**src/sensor_ctrl_regs.svh**
```systemverilog
`ifndef SENSOR_CTRL_REGS_SVH
`define SENSOR_CTRL_REGS_SVH

// Register byte addresses
`define ADDR_HUM_CTRL 8'hF2
`define ADDR_ACQ_CTRL 8'hF4
`define ADDR_CONFIG 8'hF5
`define ADDR_PRESS_HI 8'hF7
`define ADDR_PRESS_MID 8'hF8
`define ADDR_PRESS_LO 8'hF9
`define ADDR_TEMP_HI 8'hFA
`define ADDR_TEMP_MID 8'hFB
`define ADDR_TEMP_LO 8'hFC
`define ADDR_HUM_HI 8'hFD
`define ADDR_HUM_LO 8'hFE

// Field positions
`define ACQ_TOSR 7:5
`define ACQ_POSR 4:2
`define ACQ_MODE 1:0
`define CFG_TSB 7:5
`define CFG_FILT 4:2
`define CFG_3W 0
`define HUM_OSR 2:0

// Reset values
`define ACQ_RESET 8'h00
`define CFG_RESET 8'h00
`define HUM_RESET 3'h0
`define SKIP_20 20'h8_0000
`define SKIP_16 16'h8000

// Two-wire slave address, upper six bits
`define SLAVE_ADDR_HI 6'h3B

// Standby timing: unit of 0.5 ms, clock 40 MHz
`define STANDBY_UNIT_US 500
`define CLK_KHZ 40000
`define STANDBY_UNIT_CYCLES ((`STANDBY_UNIT_US * `CLK_KHZ + 999) / 1000)
`define TSB_UNITS_0 12'h001
`define TSB_UNITS_1 12'h07D
`define TSB_UNITS_2 12'h0FA
`define TSB_UNITS_3 12'h1F4
`define TSB_UNITS_4 12'h3E8
`define TSB_UNITS_5 12'h7D0
`define TSB_UNITS_6 12'h014
`define TSB_UNITS_7 12'h028

`endif

```
**src/sensor_ctrl_pkg.sv**
```systemverilog
package sensor_ctrl_pkg;
  typedef enum logic [2:0] {
    OSR_SKIP = 3'h0, OSR_X1 = 3'h1, OSR_X2 = 3'h2, OSR_X4 = 3'h3, OSR_X8 = 3'h4, OSR_X16 = 3'h5
  } osr_e;
  typedef enum logic [1:0] {PWR_SLEEP = 2'h0, PWR_FORCED = 2'h1, PWR_NORMAL = 2'h3} power_e;
  typedef enum logic [2:0] {FILT_OFF = 3'h0, FILT_2 = 3'h1, FILT_4 = 3'h2, FILT_8 = 3'h3, FILT_16 = 3'h4} filter_e;
  typedef enum logic [2:0] {I_IDLE = 3'h0, I_RX = 3'h1, I_ACK = 3'h3, I_TX = 3'h2, I_MACK = 3'h6} i2c_state_e;

  function automatic osr_e osr_decode(input logic [2:0] c);
    return (c > 3'h5) ? OSR_X16 : osr_e'(c);
  endfunction : osr_decode

  function automatic power_e power_decode(input logic [1:0] c);
    return (c == 2'h0) ? PWR_SLEEP : (c == 2'h3) ? PWR_NORMAL : PWR_FORCED;
  endfunction : power_decode

  function automatic filter_e filter_decode(input logic [2:0] c);
    return (c > 3'h4) ? FILT_16 : filter_e'(c);
  endfunction : filter_decode
endpackage : sensor_ctrl_pkg

```
**src/standby_timer.sv**
```systemverilog
`include "sensor_ctrl_regs.svh"
module standby_timer #(
  parameter int unsigned UNIT_CYCLES = `STANDBY_UNIT_CYCLES
) (
  input wire logic clk_sys,
  input wire logic rst,
  input wire logic run,
  input wire logic arm,
  input wire logic [2:0] code,
  output logic fire
);
  import sensor_ctrl_pkg::*;
  localparam int unsigned DW = $clog2(UNIT_CYCLES + 1);

  if (UNIT_CYCLES < 2) begin : g_check
    $error("standby unit must be at least two cycles");
  end

  logic [DW-1:0] div_r;
  logic [11:0] units_r;
  logic [11:0] target;
  logic armed_r;
  logic tick;

  assign tick = (div_r == DW'(UNIT_CYCLES - 1));

  always_comb begin
    case (code)
      3'h0: target = `TSB_UNITS_0;
      3'h1: target = `TSB_UNITS_1;
      3'h2: target = `TSB_UNITS_2;
      3'h3: target = `TSB_UNITS_3;
      3'h4: target = `TSB_UNITS_4;
      3'h5: target = `TSB_UNITS_5;
      3'h6: target = `TSB_UNITS_6;
      default: target = `TSB_UNITS_7;
    endcase
  end

  // Unit enable divider, runs only while waiting
  always_ff @(posedge clk_sys or posedge rst) begin
    if (rst) begin
      div_r <= '0;
    end else if (!armed_r || tick) begin
      div_r <= '0;
    end else begin
      div_r <= div_r + DW'(1);
    end
  end

  always_ff @(posedge clk_sys or posedge rst) begin
    if (rst) begin
      armed_r <= 1'h0;
      units_r <= 12'h000;
      fire <= 1'h0;
    end else begin
      fire <= 1'h0;
      if (!run) begin
        armed_r <= 1'h0;
      end else if (arm) begin
        armed_r <= 1'h1;
        units_r <= 12'h000;
      end else if (armed_r && tick) begin
        units_r <= units_r + 12'h001;
        if (units_r + 12'h001 == target) begin
          armed_r <= 1'h0;
          fire <= 1'h1;
        end
      end
    end
  end
endmodule : standby_timer

```
**src/sensor_ctrl_regs.sv**
```systemverilog
`include "sensor_ctrl_regs.svh"
// Overview of operation
// Humidity setting takes effect on acquisition write
// Acquisition register: temp, pressure, power fields
// Oversampling decode; skip forces result 0x80000
// Power mode: sleep, forced twice, normal
// Config writes dropped while in normal mode
// Config: standby, filter, three-wire flag bits
// Standby code sets idle time between cycles
// Filter code decode, high codes give 16
// Pressure result over three byte registers
// Temperature result over three byte registers
// Humidity result over two byte registers
// Single, paired multi-write, auto-increment reads
// Chip select low selects four/three-wire port
// Chip select low once locks out two-wire
// Host holds chip select high during reset
// Two-wire slave, clock pin input only
// Slave address 111011 plus select pin
// Host ties address select pin to level
// Serial port in clock mode 00 or 11
// Result registers ignore host writes
module sensor_ctrl_regs #(
  parameter int unsigned STANDBY_UNIT_CYCLES = `STANDBY_UNIT_CYCLES
) (
  input wire logic clk_sys,
  input wire logic rst,
  input wire logic sck_pin,
  input wire logic serial_data_pin_i,
  output logic serial_data_pin_o,
  output logic serial_data_pin_oe,
  input wire logic address_select_pin_i,
  output logic address_select_pin_o,
  output logic address_select_pin_oe,
  input wire logic chip_select_n,
  input wire logic measure_done,
  input wire logic [19:0] raw_pressure_word,
  input wire logic [19:0] raw_temperature_word,
  input wire logic [15:0] raw_humidity_word,
  output logic measure_start,
  output sensor_ctrl_pkg::osr_e temp_osr,
  output sensor_ctrl_pkg::osr_e press_osr,
  output sensor_ctrl_pkg::osr_e hum_osr,
  output sensor_ctrl_pkg::power_e power_mode,
  output sensor_ctrl_pkg::filter_e filter_coef,
  output logic three_wire_select,
  output logic two_wire_active
);
  import sensor_ctrl_pkg::*;

  // Pin synchronisers: [3] clock, [2] data, [1] chip select, [0] address select
  localparam logic [3:0] SYNC_INIT = 4'h6;
  logic [3:0] pin_raw;
  wire [3:0] sync_w;
  assign pin_raw = {sck_pin, serial_data_pin_i, chip_select_n, address_select_pin_i};

  for (genvar g = 0; g < 4; g++) begin : g_sync
    logic meta_r;
    logic stab_r;
    always_ff @(posedge clk_sys or posedge rst) begin
      if (rst) begin
        meta_r <= SYNC_INIT[g];
        stab_r <= SYNC_INIT[g];
      end else begin
        meta_r <= pin_raw[g];
        stab_r <= meta_r;
      end
    end
    assign sync_w[g] = stab_r;
  end

  logic sck_s, sdi_s, csn_s, sel_s;
  logic sck_d, sdi_d, csn_d;
  assign sck_s = sync_w[3];
  assign sdi_s = sync_w[2];
  assign csn_s = sync_w[1];
  assign sel_s = sync_w[0];

  always_ff @(posedge clk_sys or posedge rst) begin
    if (rst) begin
      sck_d <= 1'h0;
      sdi_d <= 1'h1;
      csn_d <= 1'h1;
    end else begin
      sck_d <= sck_s;
      sdi_d <= sdi_s;
      csn_d <= csn_s;
    end
  end

  // Interface selection
  logic lock_r;
  logic spi_act, two_wire, csn_fall;
  logic sck_rise, sck_fall, i2c_start, i2c_stop;

  always_ff @(posedge clk_sys or posedge rst) begin
    if (rst) begin
      lock_r <= 1'h0;
    end else if (!csn_s) begin
      lock_r <= 1'h1;
    end
  end

  assign spi_act = !csn_s;
  assign two_wire = csn_s && !lock_r;
  assign two_wire_active = !lock_r;
  assign csn_fall = csn_d && !csn_s;
  assign sck_rise = sck_s && !sck_d;
  assign sck_fall = !sck_s && sck_d;
  assign i2c_start = sck_s && sck_d && sdi_d && !sdi_s;
  assign i2c_stop = sck_s && sck_d && !sdi_d && sdi_s;

  // Register storage
  logic [7:0] acq_r, cfg_r;
  logic [2:0] hum_stage_r, hum_applied_r;
  logic [19:0] press_r, temp_r;
  logic [15:0] hum_r;
  logic [7:0] rd_data_r;
  logic busy_r, meas_end, acq_wr, fire, start_c;
  power_e new_mode;

  i2c_state_e st_r;
  logic [3:0] bitcnt_r;
  logic [7:0] shift_r, addr_r, wr_data_r, rx_byte;
  logic first_r, reg_next_r, rd_mode_r, wr_stb_r, addr_ok;
  logic sda_oe_r, sdi_o_r, sdi_oe_r, sdo_o_r, sdo_oe_r;

  assign rx_byte = {shift_r[6:0], sdi_s};
  assign addr_ok = (shift_r[7:1] == {`SLAVE_ADDR_HI, sel_s});
  assign meas_end = measure_done && busy_r;
  assign acq_wr = wr_stb_r && (addr_r == `ADDR_ACQ_CTRL);
  assign new_mode = power_decode(wr_data_r[`ACQ_MODE]);

  assign temp_osr = osr_decode(acq_r[`ACQ_TOSR]);
  assign press_osr = osr_decode(acq_r[`ACQ_POSR]);
  assign hum_osr = osr_decode(hum_applied_r);
  assign power_mode = power_decode(acq_r[`ACQ_MODE]);
  assign filter_coef = filter_decode(cfg_r[`CFG_FILT]);
  assign three_wire_select = cfg_r[`CFG_3W];

  always_ff @(posedge clk_sys or posedge rst) begin
    if (rst) begin
      acq_r <= `ACQ_RESET;
      cfg_r <= `CFG_RESET;
      hum_stage_r <= `HUM_RESET;
      hum_applied_r <= `HUM_RESET;
    end else begin
      if (meas_end && power_mode == PWR_FORCED) begin
        acq_r[`ACQ_MODE] <= 2'h0;
      end
      if (wr_stb_r) begin
        if (addr_r == `ADDR_ACQ_CTRL) begin
          acq_r <= wr_data_r;
          hum_applied_r <= hum_stage_r;
        end else if (addr_r == `ADDR_HUM_CTRL) begin
          hum_stage_r <= wr_data_r[`HUM_OSR];
        end else if (addr_r == `ADDR_CONFIG && power_mode != PWR_NORMAL) begin
          cfg_r <= wr_data_r;
        end
      end
    end
  end

  // Results change only on capture, never from host writes
  always_ff @(posedge clk_sys or posedge rst) begin
    if (rst) begin
      press_r <= `SKIP_20;
      temp_r <= `SKIP_20;
      hum_r <= `SKIP_16;
    end else if (meas_end) begin
      press_r <= (press_osr == OSR_SKIP) ? `SKIP_20 : raw_pressure_word;
      temp_r <= (temp_osr == OSR_SKIP) ? `SKIP_20 : raw_temperature_word;
      hum_r <= (hum_osr == OSR_SKIP) ? `SKIP_16 : raw_humidity_word;
    end
  end

  // Measurement sequencing
  assign start_c = !busy_r && ((acq_wr && new_mode == PWR_FORCED)
    || (acq_wr && new_mode == PWR_NORMAL && power_mode != PWR_NORMAL) || fire);

  always_ff @(posedge clk_sys or posedge rst) begin
    if (rst) begin
      busy_r <= 1'h0;
      measure_start <= 1'h0;
    end else begin
      measure_start <= start_c;
      if (start_c) begin
        busy_r <= 1'h1;
      end else if (measure_done) begin
        busy_r <= 1'h0;
      end
    end
  end

  standby_timer #(
    .UNIT_CYCLES(STANDBY_UNIT_CYCLES)
  ) u_standby (
    .clk_sys(clk_sys),
    .rst(rst),
    .run(power_mode == PWR_NORMAL),
    .arm(meas_end),
    .code(cfg_r[`CFG_TSB]),
    .fire(fire)
  );

  // Read data, registered
  always_ff @(posedge clk_sys or posedge rst) begin
    if (rst) begin
      rd_data_r <= 8'h00;
    end else if (addr_r == `ADDR_HUM_CTRL) begin
      rd_data_r <= {5'h00, hum_stage_r};
    end else if (addr_r == `ADDR_ACQ_CTRL) begin
      rd_data_r <= acq_r;
    end else if (addr_r == `ADDR_CONFIG) begin
      rd_data_r <= cfg_r;
    end else if (addr_r == `ADDR_PRESS_HI) begin
      rd_data_r <= press_r[19:12];
    end else if (addr_r == `ADDR_PRESS_MID) begin
      rd_data_r <= press_r[11:4];
    end else if (addr_r == `ADDR_PRESS_LO) begin
      rd_data_r <= {press_r[3:0], 4'h0};
    end else if (addr_r == `ADDR_TEMP_HI) begin
      rd_data_r <= temp_r[19:12];
    end else if (addr_r == `ADDR_TEMP_MID) begin
      rd_data_r <= temp_r[11:4];
    end else if (addr_r == `ADDR_TEMP_LO) begin
      rd_data_r <= {temp_r[3:0], 4'h0};
    end else if (addr_r == `ADDR_HUM_HI) begin
      rd_data_r <= hum_r[15:8];
    end else if (addr_r == `ADDR_HUM_LO) begin
      rd_data_r <= hum_r[7:0];
    end else begin
      rd_data_r <= 8'h00;
    end
  end

  // Serial engine for both host ports; data sampled on clock rise, driven on fall
  always_ff @(posedge clk_sys or posedge rst) begin
    if (rst) begin
      st_r <= I_IDLE;
      bitcnt_r <= 4'h0;
      shift_r <= 8'h00;
      addr_r <= 8'h00;
      first_r <= 1'h0;
      reg_next_r <= 1'h1;
      rd_mode_r <= 1'h0;
      wr_stb_r <= 1'h0;
      wr_data_r <= 8'h00;
      sda_oe_r <= 1'h0;
      sdo_o_r <= 1'h0;
      sdo_oe_r <= 1'h0;
      sdi_o_r <= 1'h0;
      sdi_oe_r <= 1'h0;
    end else begin
      wr_stb_r <= 1'h0;
      if (spi_act) begin
        st_r <= I_IDLE;
        sda_oe_r <= 1'h0;
        sdo_oe_r <= !cfg_r[`CFG_3W];
        sdi_oe_r <= cfg_r[`CFG_3W] && rd_mode_r;
        if (csn_fall) begin
          bitcnt_r <= 4'h0;
          reg_next_r <= 1'h1;
          rd_mode_r <= 1'h0;
        end else if (sck_rise) begin
          shift_r <= rx_byte;
          bitcnt_r <= {1'h0, bitcnt_r[2:0] + 3'h1};
          if (bitcnt_r[2:0] == 3'h7) begin
            if (rd_mode_r) begin
              addr_r <= addr_r + 8'h01;
            end else if (reg_next_r) begin
              addr_r <= {1'h1, rx_byte[6:0]};
              rd_mode_r <= rx_byte[7];
              reg_next_r <= 1'h0;
            end else begin
              wr_stb_r <= 1'h1;
              wr_data_r <= rx_byte;
              reg_next_r <= 1'h1;
            end
          end
        end else if (sck_fall && rd_mode_r) begin
          sdo_o_r <= rd_data_r[~bitcnt_r[2:0]];
          sdi_o_r <= rd_data_r[~bitcnt_r[2:0]];
        end
      end else if (two_wire) begin
        sdo_oe_r <= 1'h0;
        sdi_oe_r <= 1'h0;
        sdi_o_r <= 1'h0;
        if (i2c_start) begin
          st_r <= I_RX;
          bitcnt_r <= 4'h0;
          first_r <= 1'h1;
          sda_oe_r <= 1'h0;
        end else if (i2c_stop) begin
          st_r <= I_IDLE;
          sda_oe_r <= 1'h0;
        end else begin
          case (st_r)
            I_RX: begin
              if (sck_rise) begin
                shift_r <= rx_byte;
                bitcnt_r <= bitcnt_r + 4'h1;
              end else if (sck_fall && bitcnt_r == 4'h8) begin
                bitcnt_r <= 4'h0;
                st_r <= I_ACK;
                sda_oe_r <= 1'h1;
                if (first_r) begin
                  first_r <= 1'h0;
                  rd_mode_r <= shift_r[0];
                  reg_next_r <= 1'h1;
                  if (!addr_ok) begin
                    st_r <= I_IDLE;
                    sda_oe_r <= 1'h0;
                  end
                end else if (reg_next_r) begin
                  addr_r <= shift_r;
                  reg_next_r <= 1'h0;
                end else begin
                  wr_stb_r <= 1'h1;
                  wr_data_r <= shift_r;
                  reg_next_r <= 1'h1;
                end
              end
            end
            I_ACK: begin
              if (sck_fall) begin
                bitcnt_r <= 4'h0;
                st_r <= rd_mode_r ? I_TX : I_RX;
                sda_oe_r <= rd_mode_r && !rd_data_r[7];
              end
            end
            I_TX: begin
              if (sck_rise) begin
                bitcnt_r <= bitcnt_r + 4'h1;
              end else if (sck_fall) begin
                if (bitcnt_r == 4'h8) begin
                  st_r <= I_MACK;
                  sda_oe_r <= 1'h0;
                  addr_r <= addr_r + 8'h01;
                end else begin
                  sda_oe_r <= !rd_data_r[~bitcnt_r[2:0]];
                end
              end
            end
            I_MACK: begin
              if (sck_rise && sdi_s) begin
                st_r <= I_IDLE;
              end else if (sck_fall) begin
                st_r <= I_TX;
                bitcnt_r <= 4'h0;
                sda_oe_r <= !rd_data_r[7];
              end
            end
            default: begin
              sda_oe_r <= 1'h0;
            end
          endcase
        end
      end else begin
        st_r <= I_IDLE;
        sda_oe_r <= 1'h0;
        sdo_oe_r <= 1'h0;
        sdi_oe_r <= 1'h0;
      end
    end
  end

  // Two-wire data is open drain: pulled low only
  assign serial_data_pin_o = sdi_o_r;
  assign serial_data_pin_oe = sda_oe_r || sdi_oe_r;
  assign address_select_pin_o = sdo_o_r;
  assign address_select_pin_oe = sdo_oe_r;
endmodule : sensor_ctrl_regs

```
**config.mk**
```make
export PLATFORM = sky130hd
export DESIGN_NAME = sensor_ctrl_regs
export DESIGN_NICKNAME = d
export VERILOG_FILES = /design/src/sensor_ctrl_pkg.sv /design/src/standby_timer.sv /design/src/sensor_ctrl_regs.sv
export VERILOG_INCLUDE_DIRS = /design/src
export SDC_FILE = /design/constraint.sdc
export NUM_CORES = 1
export LEC_CHECK = 0
export BUFFER_PORTS_ARGS = -buffer_cell sky130_fd_sc_hd__buf_4
export CAP_MARGIN = 30
export CORE_MARGIN = 3
export CORE_UTILIZATION = 55
export DETAILED_ROUTE_END_ITERATION = 16
export PLACE_DENSITY = 0.75
export SETUP_SLACK_MARGIN = 0.4
export SLEW_MARGIN = 10
export SYNTH_ARGS = -nofsm -noshare
export SYNTH_HDL_FRONTEND = slang
export SYNTH_SLANG_ARGS = --single-unit
```
**constraint.sdc**
```tcl
create_clock -name clk_sys -period 9.6 [get_ports clk_sys]
set_clock_uncertainty 0.2 [all_clocks]
set_input_delay 0.96 -clock clk_sys [delete_from_list [all_inputs] [get_ports clk_sys]]
set_output_delay 0.96 -clock clk_sys [all_outputs]
set_load 0.05 [all_outputs]
```
# Word-level counts from Yosys, hierarchy flattened
# Cells that the tools add are included.
# totals
regBits	169
input_bits	63
out_inout_bits	21
wordCells	372
# classes
addsub	5
n_lt_le_gt_ge	5
n_eq_ne	73
n_mux	172
n_bitwise	6
reduce_logical	70
# op_table
operator	count
2-to-1 mux 8 bit	48
== test 8 bit, second input constant	11
case mux 11 bit (7 select lines)	1
2-to-1 mux 1 bit	75
2-to-1 mux 3 bit	16
!= test 6 bit, second input constant	8
2-to-1 mux 4 bit	11
2-to-1 mux 20 bit	2
!= test 5 bit, second input constant	7
2-to-1 mux 12 bit	2
logical AND 1 bit	23
2-to-1 mux 2 bit	10
!= test 2 bit, second input constant	9
!= test 3 bit, second input constant	6
AND reduction 9 bit	2
2-to-1 mux 16 bit	1
case mux 4 bit (4 select lines)	1
case mux 8 bit (2 select lines)	1
adder 15 x 1 -> 15 bit, second input constant	1
== test 15 bit, second input constant	1
== test 3 bit, second input constant	5
2-to-1 mux 15 bit	1
AND reduction 15 bit	1
AND reduction 7 bit	2
37 further kinds	86

# Logic depth before layout (Yosys ltp)
# logic_depth
ltp_word	12
ltp_mapped	11

# By module
# Synthesis repeated with hierarchy kept, for this count alone.
# hier_totals
cells_unflattened	923
hier_area_um2	9317.7
# by_module_without_submodules
module	instances	cells_per_inst	area_per_inst_um2	seq_area_each_um2
sensor_ctrl_regs	1	709	7364.6	3515.9
standby_timer	1	214	1953.1	725.7

# Worst setup path before layout
# OpenSTA, ideal clock, no wires.
# synth_path
kind	input to register
from	input measure_done
to	register u_standby.units_r[8]
setup_ns	0.135
arrival_time_ns	1.964
t_required_ns	9.265
slack_ns	7.302
path_stages	6
path_buffers	2
cell_sequence	and2_1 -> clkbuf_1 -> o21ai_0 -> buf_2 -> o21ai_0 -> o41ai_1
# synth_via
elab_chain_len	3
# synth_rtl
item	line	text
start: declaration	sensor_ctrl_regs.sv:36	input wire logic measure_done,
logical AND 1 bit *	sensor_ctrl_regs.sv:130	assign meas_end = measure_done && busy_r;
nonzero test 2 bit (no source line)	n/a	
AND reduction 2 bit (no source line)	n/a	
end signal: assignment	standby_timer.sv:64	units_r <= units_r + 12'h001;
end: declaration	standby_timer.sv:20	logic [11:0] units_r;
# Mark *: on every way between the ends. The rest lies on a longest branch, timed or not.
# A chain may end at the register's enable or synchronous reset.

# Worst setup path after layout
# layout_path
from	register addr_r[4]
to	register cfg_r[2]
# layout_via
elab_chain_len	3
# layout_rtl
item	line	text
start: declaration	sensor_ctrl_regs.sv:124	logic [7:0] shift_r, addr_r, wr_data_r, rx_byte;
start signal: assignment	sensor_ctrl_regs.sv:270	addr_r <= addr_r + 8'h01;
start signal: assignment	sensor_ctrl_regs.sv:272	addr_r <= {1'h1, rx_byte[6:0]};
start signal: assignment	sensor_ctrl_regs.sv:316	addr_r <= shift_r;
== test 8 bit (no source line)	n/a	
logical AND 1 bit / NOT 1 bit (equally long branches)	n/a	
AND reduction 4 bit (no source line) *	n/a	
end signal: assignment	sensor_ctrl_regs.sv:144	cfg_r <= `CFG_RESET;
end signal: assignment	sensor_ctrl_regs.sv:158	cfg_r <= wr_data_r;
end: declaration	sensor_ctrl_regs.sv:114	logic [7:0] acq_r, cfg_r;
# Marked as above.

==> flow_metrics.env <==
export IMPL_status="complete, no violations"
export IMPL_num_io_pins=84
export IMPL_grt_max_degree=99
export IMPL_p_comb_share_pct=8.3
export IMPL_power_mw=1.642
export IMPL_cpPeakStageDelay_ns=0.65
export IMPL_dp_final_hpwl_um=15860
export IMPL_die_x_um=134.7
export IMPL_io_buffers=83
export IMPL_synth_nets=988
export IMPL_timing_hold_worst_class="reg -> reg"
export IMPL_crit_chain="and4_1 -> nand2_1 -> nor2_2 -> nand4_2 -> mux2_2"
export IMPL_cts_tree="yes"
export IMPL_num_vias=7332
export IMPL_yosysUniqueCellTypes=85
export IMPL_hold_depth=0
export IMPL_drc=0
export IMPL_grt_pass1_vias=6970
export IMPL_grt_overflow=0
export IMPL_drt_iter0_markers=671
export IMPL_grt_pass1_wl_um=36650
export IMPL_ys_seq_area_share_pct=46.59
export IMPL_yosys_top_cells_count="dfrtp_1, nand2_1, o21ai_0"
export IMPL_critPathKind="reg -> reg"
export IMPL_ant_nets=0
export IMPL_slew_headroom_pct=44.13
export IMPL_internal_power_mw=1.217
export IMPL_worst_pin_slew_ns=0.8380
export IMPL_antenna_found_initial=0
export IMPL_synth_area_top_cells="dfrtp_1, a22o_1, o21ai_0"
export IMPL_core_mm2=0.01606
export IMPL_yosys_area_top_type="dfrtp_1"
export IMPL_clock_fmax_ghz=0.3332
export IMPL_cp_top_family="simple AND/OR/NAND/NOR gates"
export IMPL_drt_pass1_iter_count=8
export IMPL_cp_end_kind="register"
export IMPL_std_cell_rows=46
export IMPL_clockRootBuffer="clkbuf_16"
export IMPL_rrSetupSlack_ns=6.60
export IMPL_start_util_pct=56.70
export IMPL_antennaDiodeCount=0
export IMPL_place_congestion=0.9088
export IMPL_multiInputGateArea_mm2=0.004457
export IMPL_swShare_pct=25.90
export IMPL_cp_depth=5
export IMPL_worstPathArrival_ns=3.12
export IMPL_p_switching_uw=425.4
export IMPL_ctsHoldBuffers=0
export IMPL_cts_sinks=169
export IMPL_finalHoldViolCount=0
export IMPL_grt_usage_pct=25.44
export IMPL_cts_repair_resized=0
export IMPL_rsz0062_at_grt="false"
export IMPL_dp_cells=1153
export IMPL_postSynthAreaPerCell_um2=10.01
export IMPL_cts_buffer_depth=2
export IMPL_areaGrowthSynthToFinish_pct=14.55
export IMPL_layout_min_cycle_time_ns=3.001
export IMPL_ir_worst_vdd_uv=131.1
export IMPL_routed_wl_um=22340
export IMPL_clock_latency_ns=0.44
export IMPL_cap_violations=0
export IMPL_synth_cell_area_mm2=0.009105
export IMPL_period_share_pct=31.26
export IMPL_nNetsFinal=1037
export IMPL_ys_ff_latch=169
export IMPL_synth_edf_count=0
export IMPL_drive_gt1_share_pct=19.65
export IMPL_h_tree_depth=4
export IMPL_timing_setup_tns_ns=0
export IMPL_regArea_mm2=0.004242
export IMPL_design_die_area_mm2=0.01813
export IMPL_critPathBufInv=0
export IMPL_fin_cells=1188
export IMPL_vias_per_cell=6.172
export IMPL_synthFlopType="dfrtp_1"
export IMPL_nFillCells=1290
export IMPL_wire_per_inst_um=18.81
export IMPL_slew_viol_final=0
export IMPL_crit_required_ns=9.72
export IMPL_p_leak_nw=4.749
export IMPL_p_per_area_mw_per_mm2=157.5
export IMPL_ff2ff_path_depth=5
export IMPL_fp_dieH_um=134.7
export IMPL_crit_fanout=22
export IMPL_clk_pin_slew_ns=0.07
export IMPL_synth_top_cell_area_share_pct=43.70
export IMPL_seqPwrFrac_pct=48.7
export IMPL_slowest_stage="and4_1"
export IMPL_syn_inst=910
export IMPL_cts_setup_buffers=0
export IMPL_setup_viol=0
export IMPL_yosysWarnings=0
export IMPL_clock_power_share_pct=43.0
export IMPL_cts_buffers=17
export IMPL_yosysMostFrequentCell="dfrtp_1"
export IMPL_async_flop_share_pct=100.0
export IMPL_crit_path_start_kind="register"
[per-layer routing]
layer	GRT usage (%)	part of all wire [%]	up-vias
li1	-	-	3450
met5	0	0	-
met1	36.01	44	3575
met3	5.365	5.8	42
met4	7.523	2.4	0
met2	39.88	47	265
[cells in the final DEF, fill, tap and decap left out, types with 17 or more instances in the layout]
master and count:
a21oi_1 47, a22o_1 57, buf_4 88, clkbuf_16 17, dfrtp_1 159, inv_1 29
mux2_2 24, mux2i_1 22, nand2_1 66, nand3_1 40, nand4_1 17, nor2_1 58
o21ai_0 63, xnor2_1 17
[final timing paths]
| path | endpoint | start |
|---|---|---|
| max | cfg_r[2]$_DFFE_PP0P_ | addr_r[4]$_DFFE_PP0P_ |
| min | g_sync[0].stab_r$_DFF_PP0_ | g_sync[0].meta_r$_DFF_PP0_ |
| max reg2reg | cfg_r[2]$_DFFE_PP0P_ | addr_r[4]$_DFFE_PP0P_ |
| min reg2reg | g_sync[0].stab_r$_DFF_PP0_ | g_sync[0].meta_r$_DFF_PP0_ |
| max in group asynchronous | csn_s$_DFF_PP1_ | rst |
| min in group asynchronous | u_standby.div_r[10]$_DFF_PP0_ | rst |
[power by group through the flow]
stage	Combinational [mW]	Sequential (mW)	Clock, mW
2_1_floorplan	0.103	0.787	0
3_3_place_gp	0.131	0.811	0
3_5_place_dp	0.135	0.812	0
4_1_cts	0.135	0.799	0.715
6_report	0.136	0.800	0.706
5_1_grt	0.156	0.805	0.744
[cell type report]
type	count	area share, %
repair buffers	91	6.970
clock buffers	19	4.343
well taps	216	2.591
inverters	32	1.200
multi-input cells	648	42.73
flip-flops and latches	169	40.67
clock inverters	13	1.500
[logic make-up (layout without fill, tap and decap cells)]
family	Yosys count	in the layout	share of synthesized area (%)
fa+ha+maj	15	15	2.061
flops	169	169	46.59
buf+inv	93	155	4.494
compound gates	263	263	20.10
simple gates	281	281	16.16
mux	54	54	6.788
xor+xnor	35	35	3.807
[worst reg2reg max path, delay by kind of cell (launching register included)]
family	cells	cell delay, ns
muxes	1	0.38
DFF	1	0.40
and+or+nand+nor	4	1.90
[flip-flops by register name, summed over array words and instances, names as in the netlist, 4 cells and up]
register,flops
temp_r,20
shift_r,8
g_sync.meta_r,4
wr_data_r,8
cfg_r,8
bitcnt_r,4
u_standby.units_r,12
addr_r,8
u_standby.div_r,15
press_r,20
rd_data_r,8
hum_r,16
acq_r,8
[through the flow]
stage	hold slack (ns)	cell area, um^2	util [%]	setup slack [ns]
2_1_floorplan	0.1312	9105	-	3.881
3_3_place_gp	0.1338	9739	60.65	6.695
3_5_place_dp	0.1364	9758	60.77	6.682
4_1_cts	0.1520	10370	64.56	6.667
5_1_grt	0.1528	10430	64.95	6.404
6_report	0.1497	10430	64.95	6.599
Note: power is estimated with default switching activity, not from simulation.
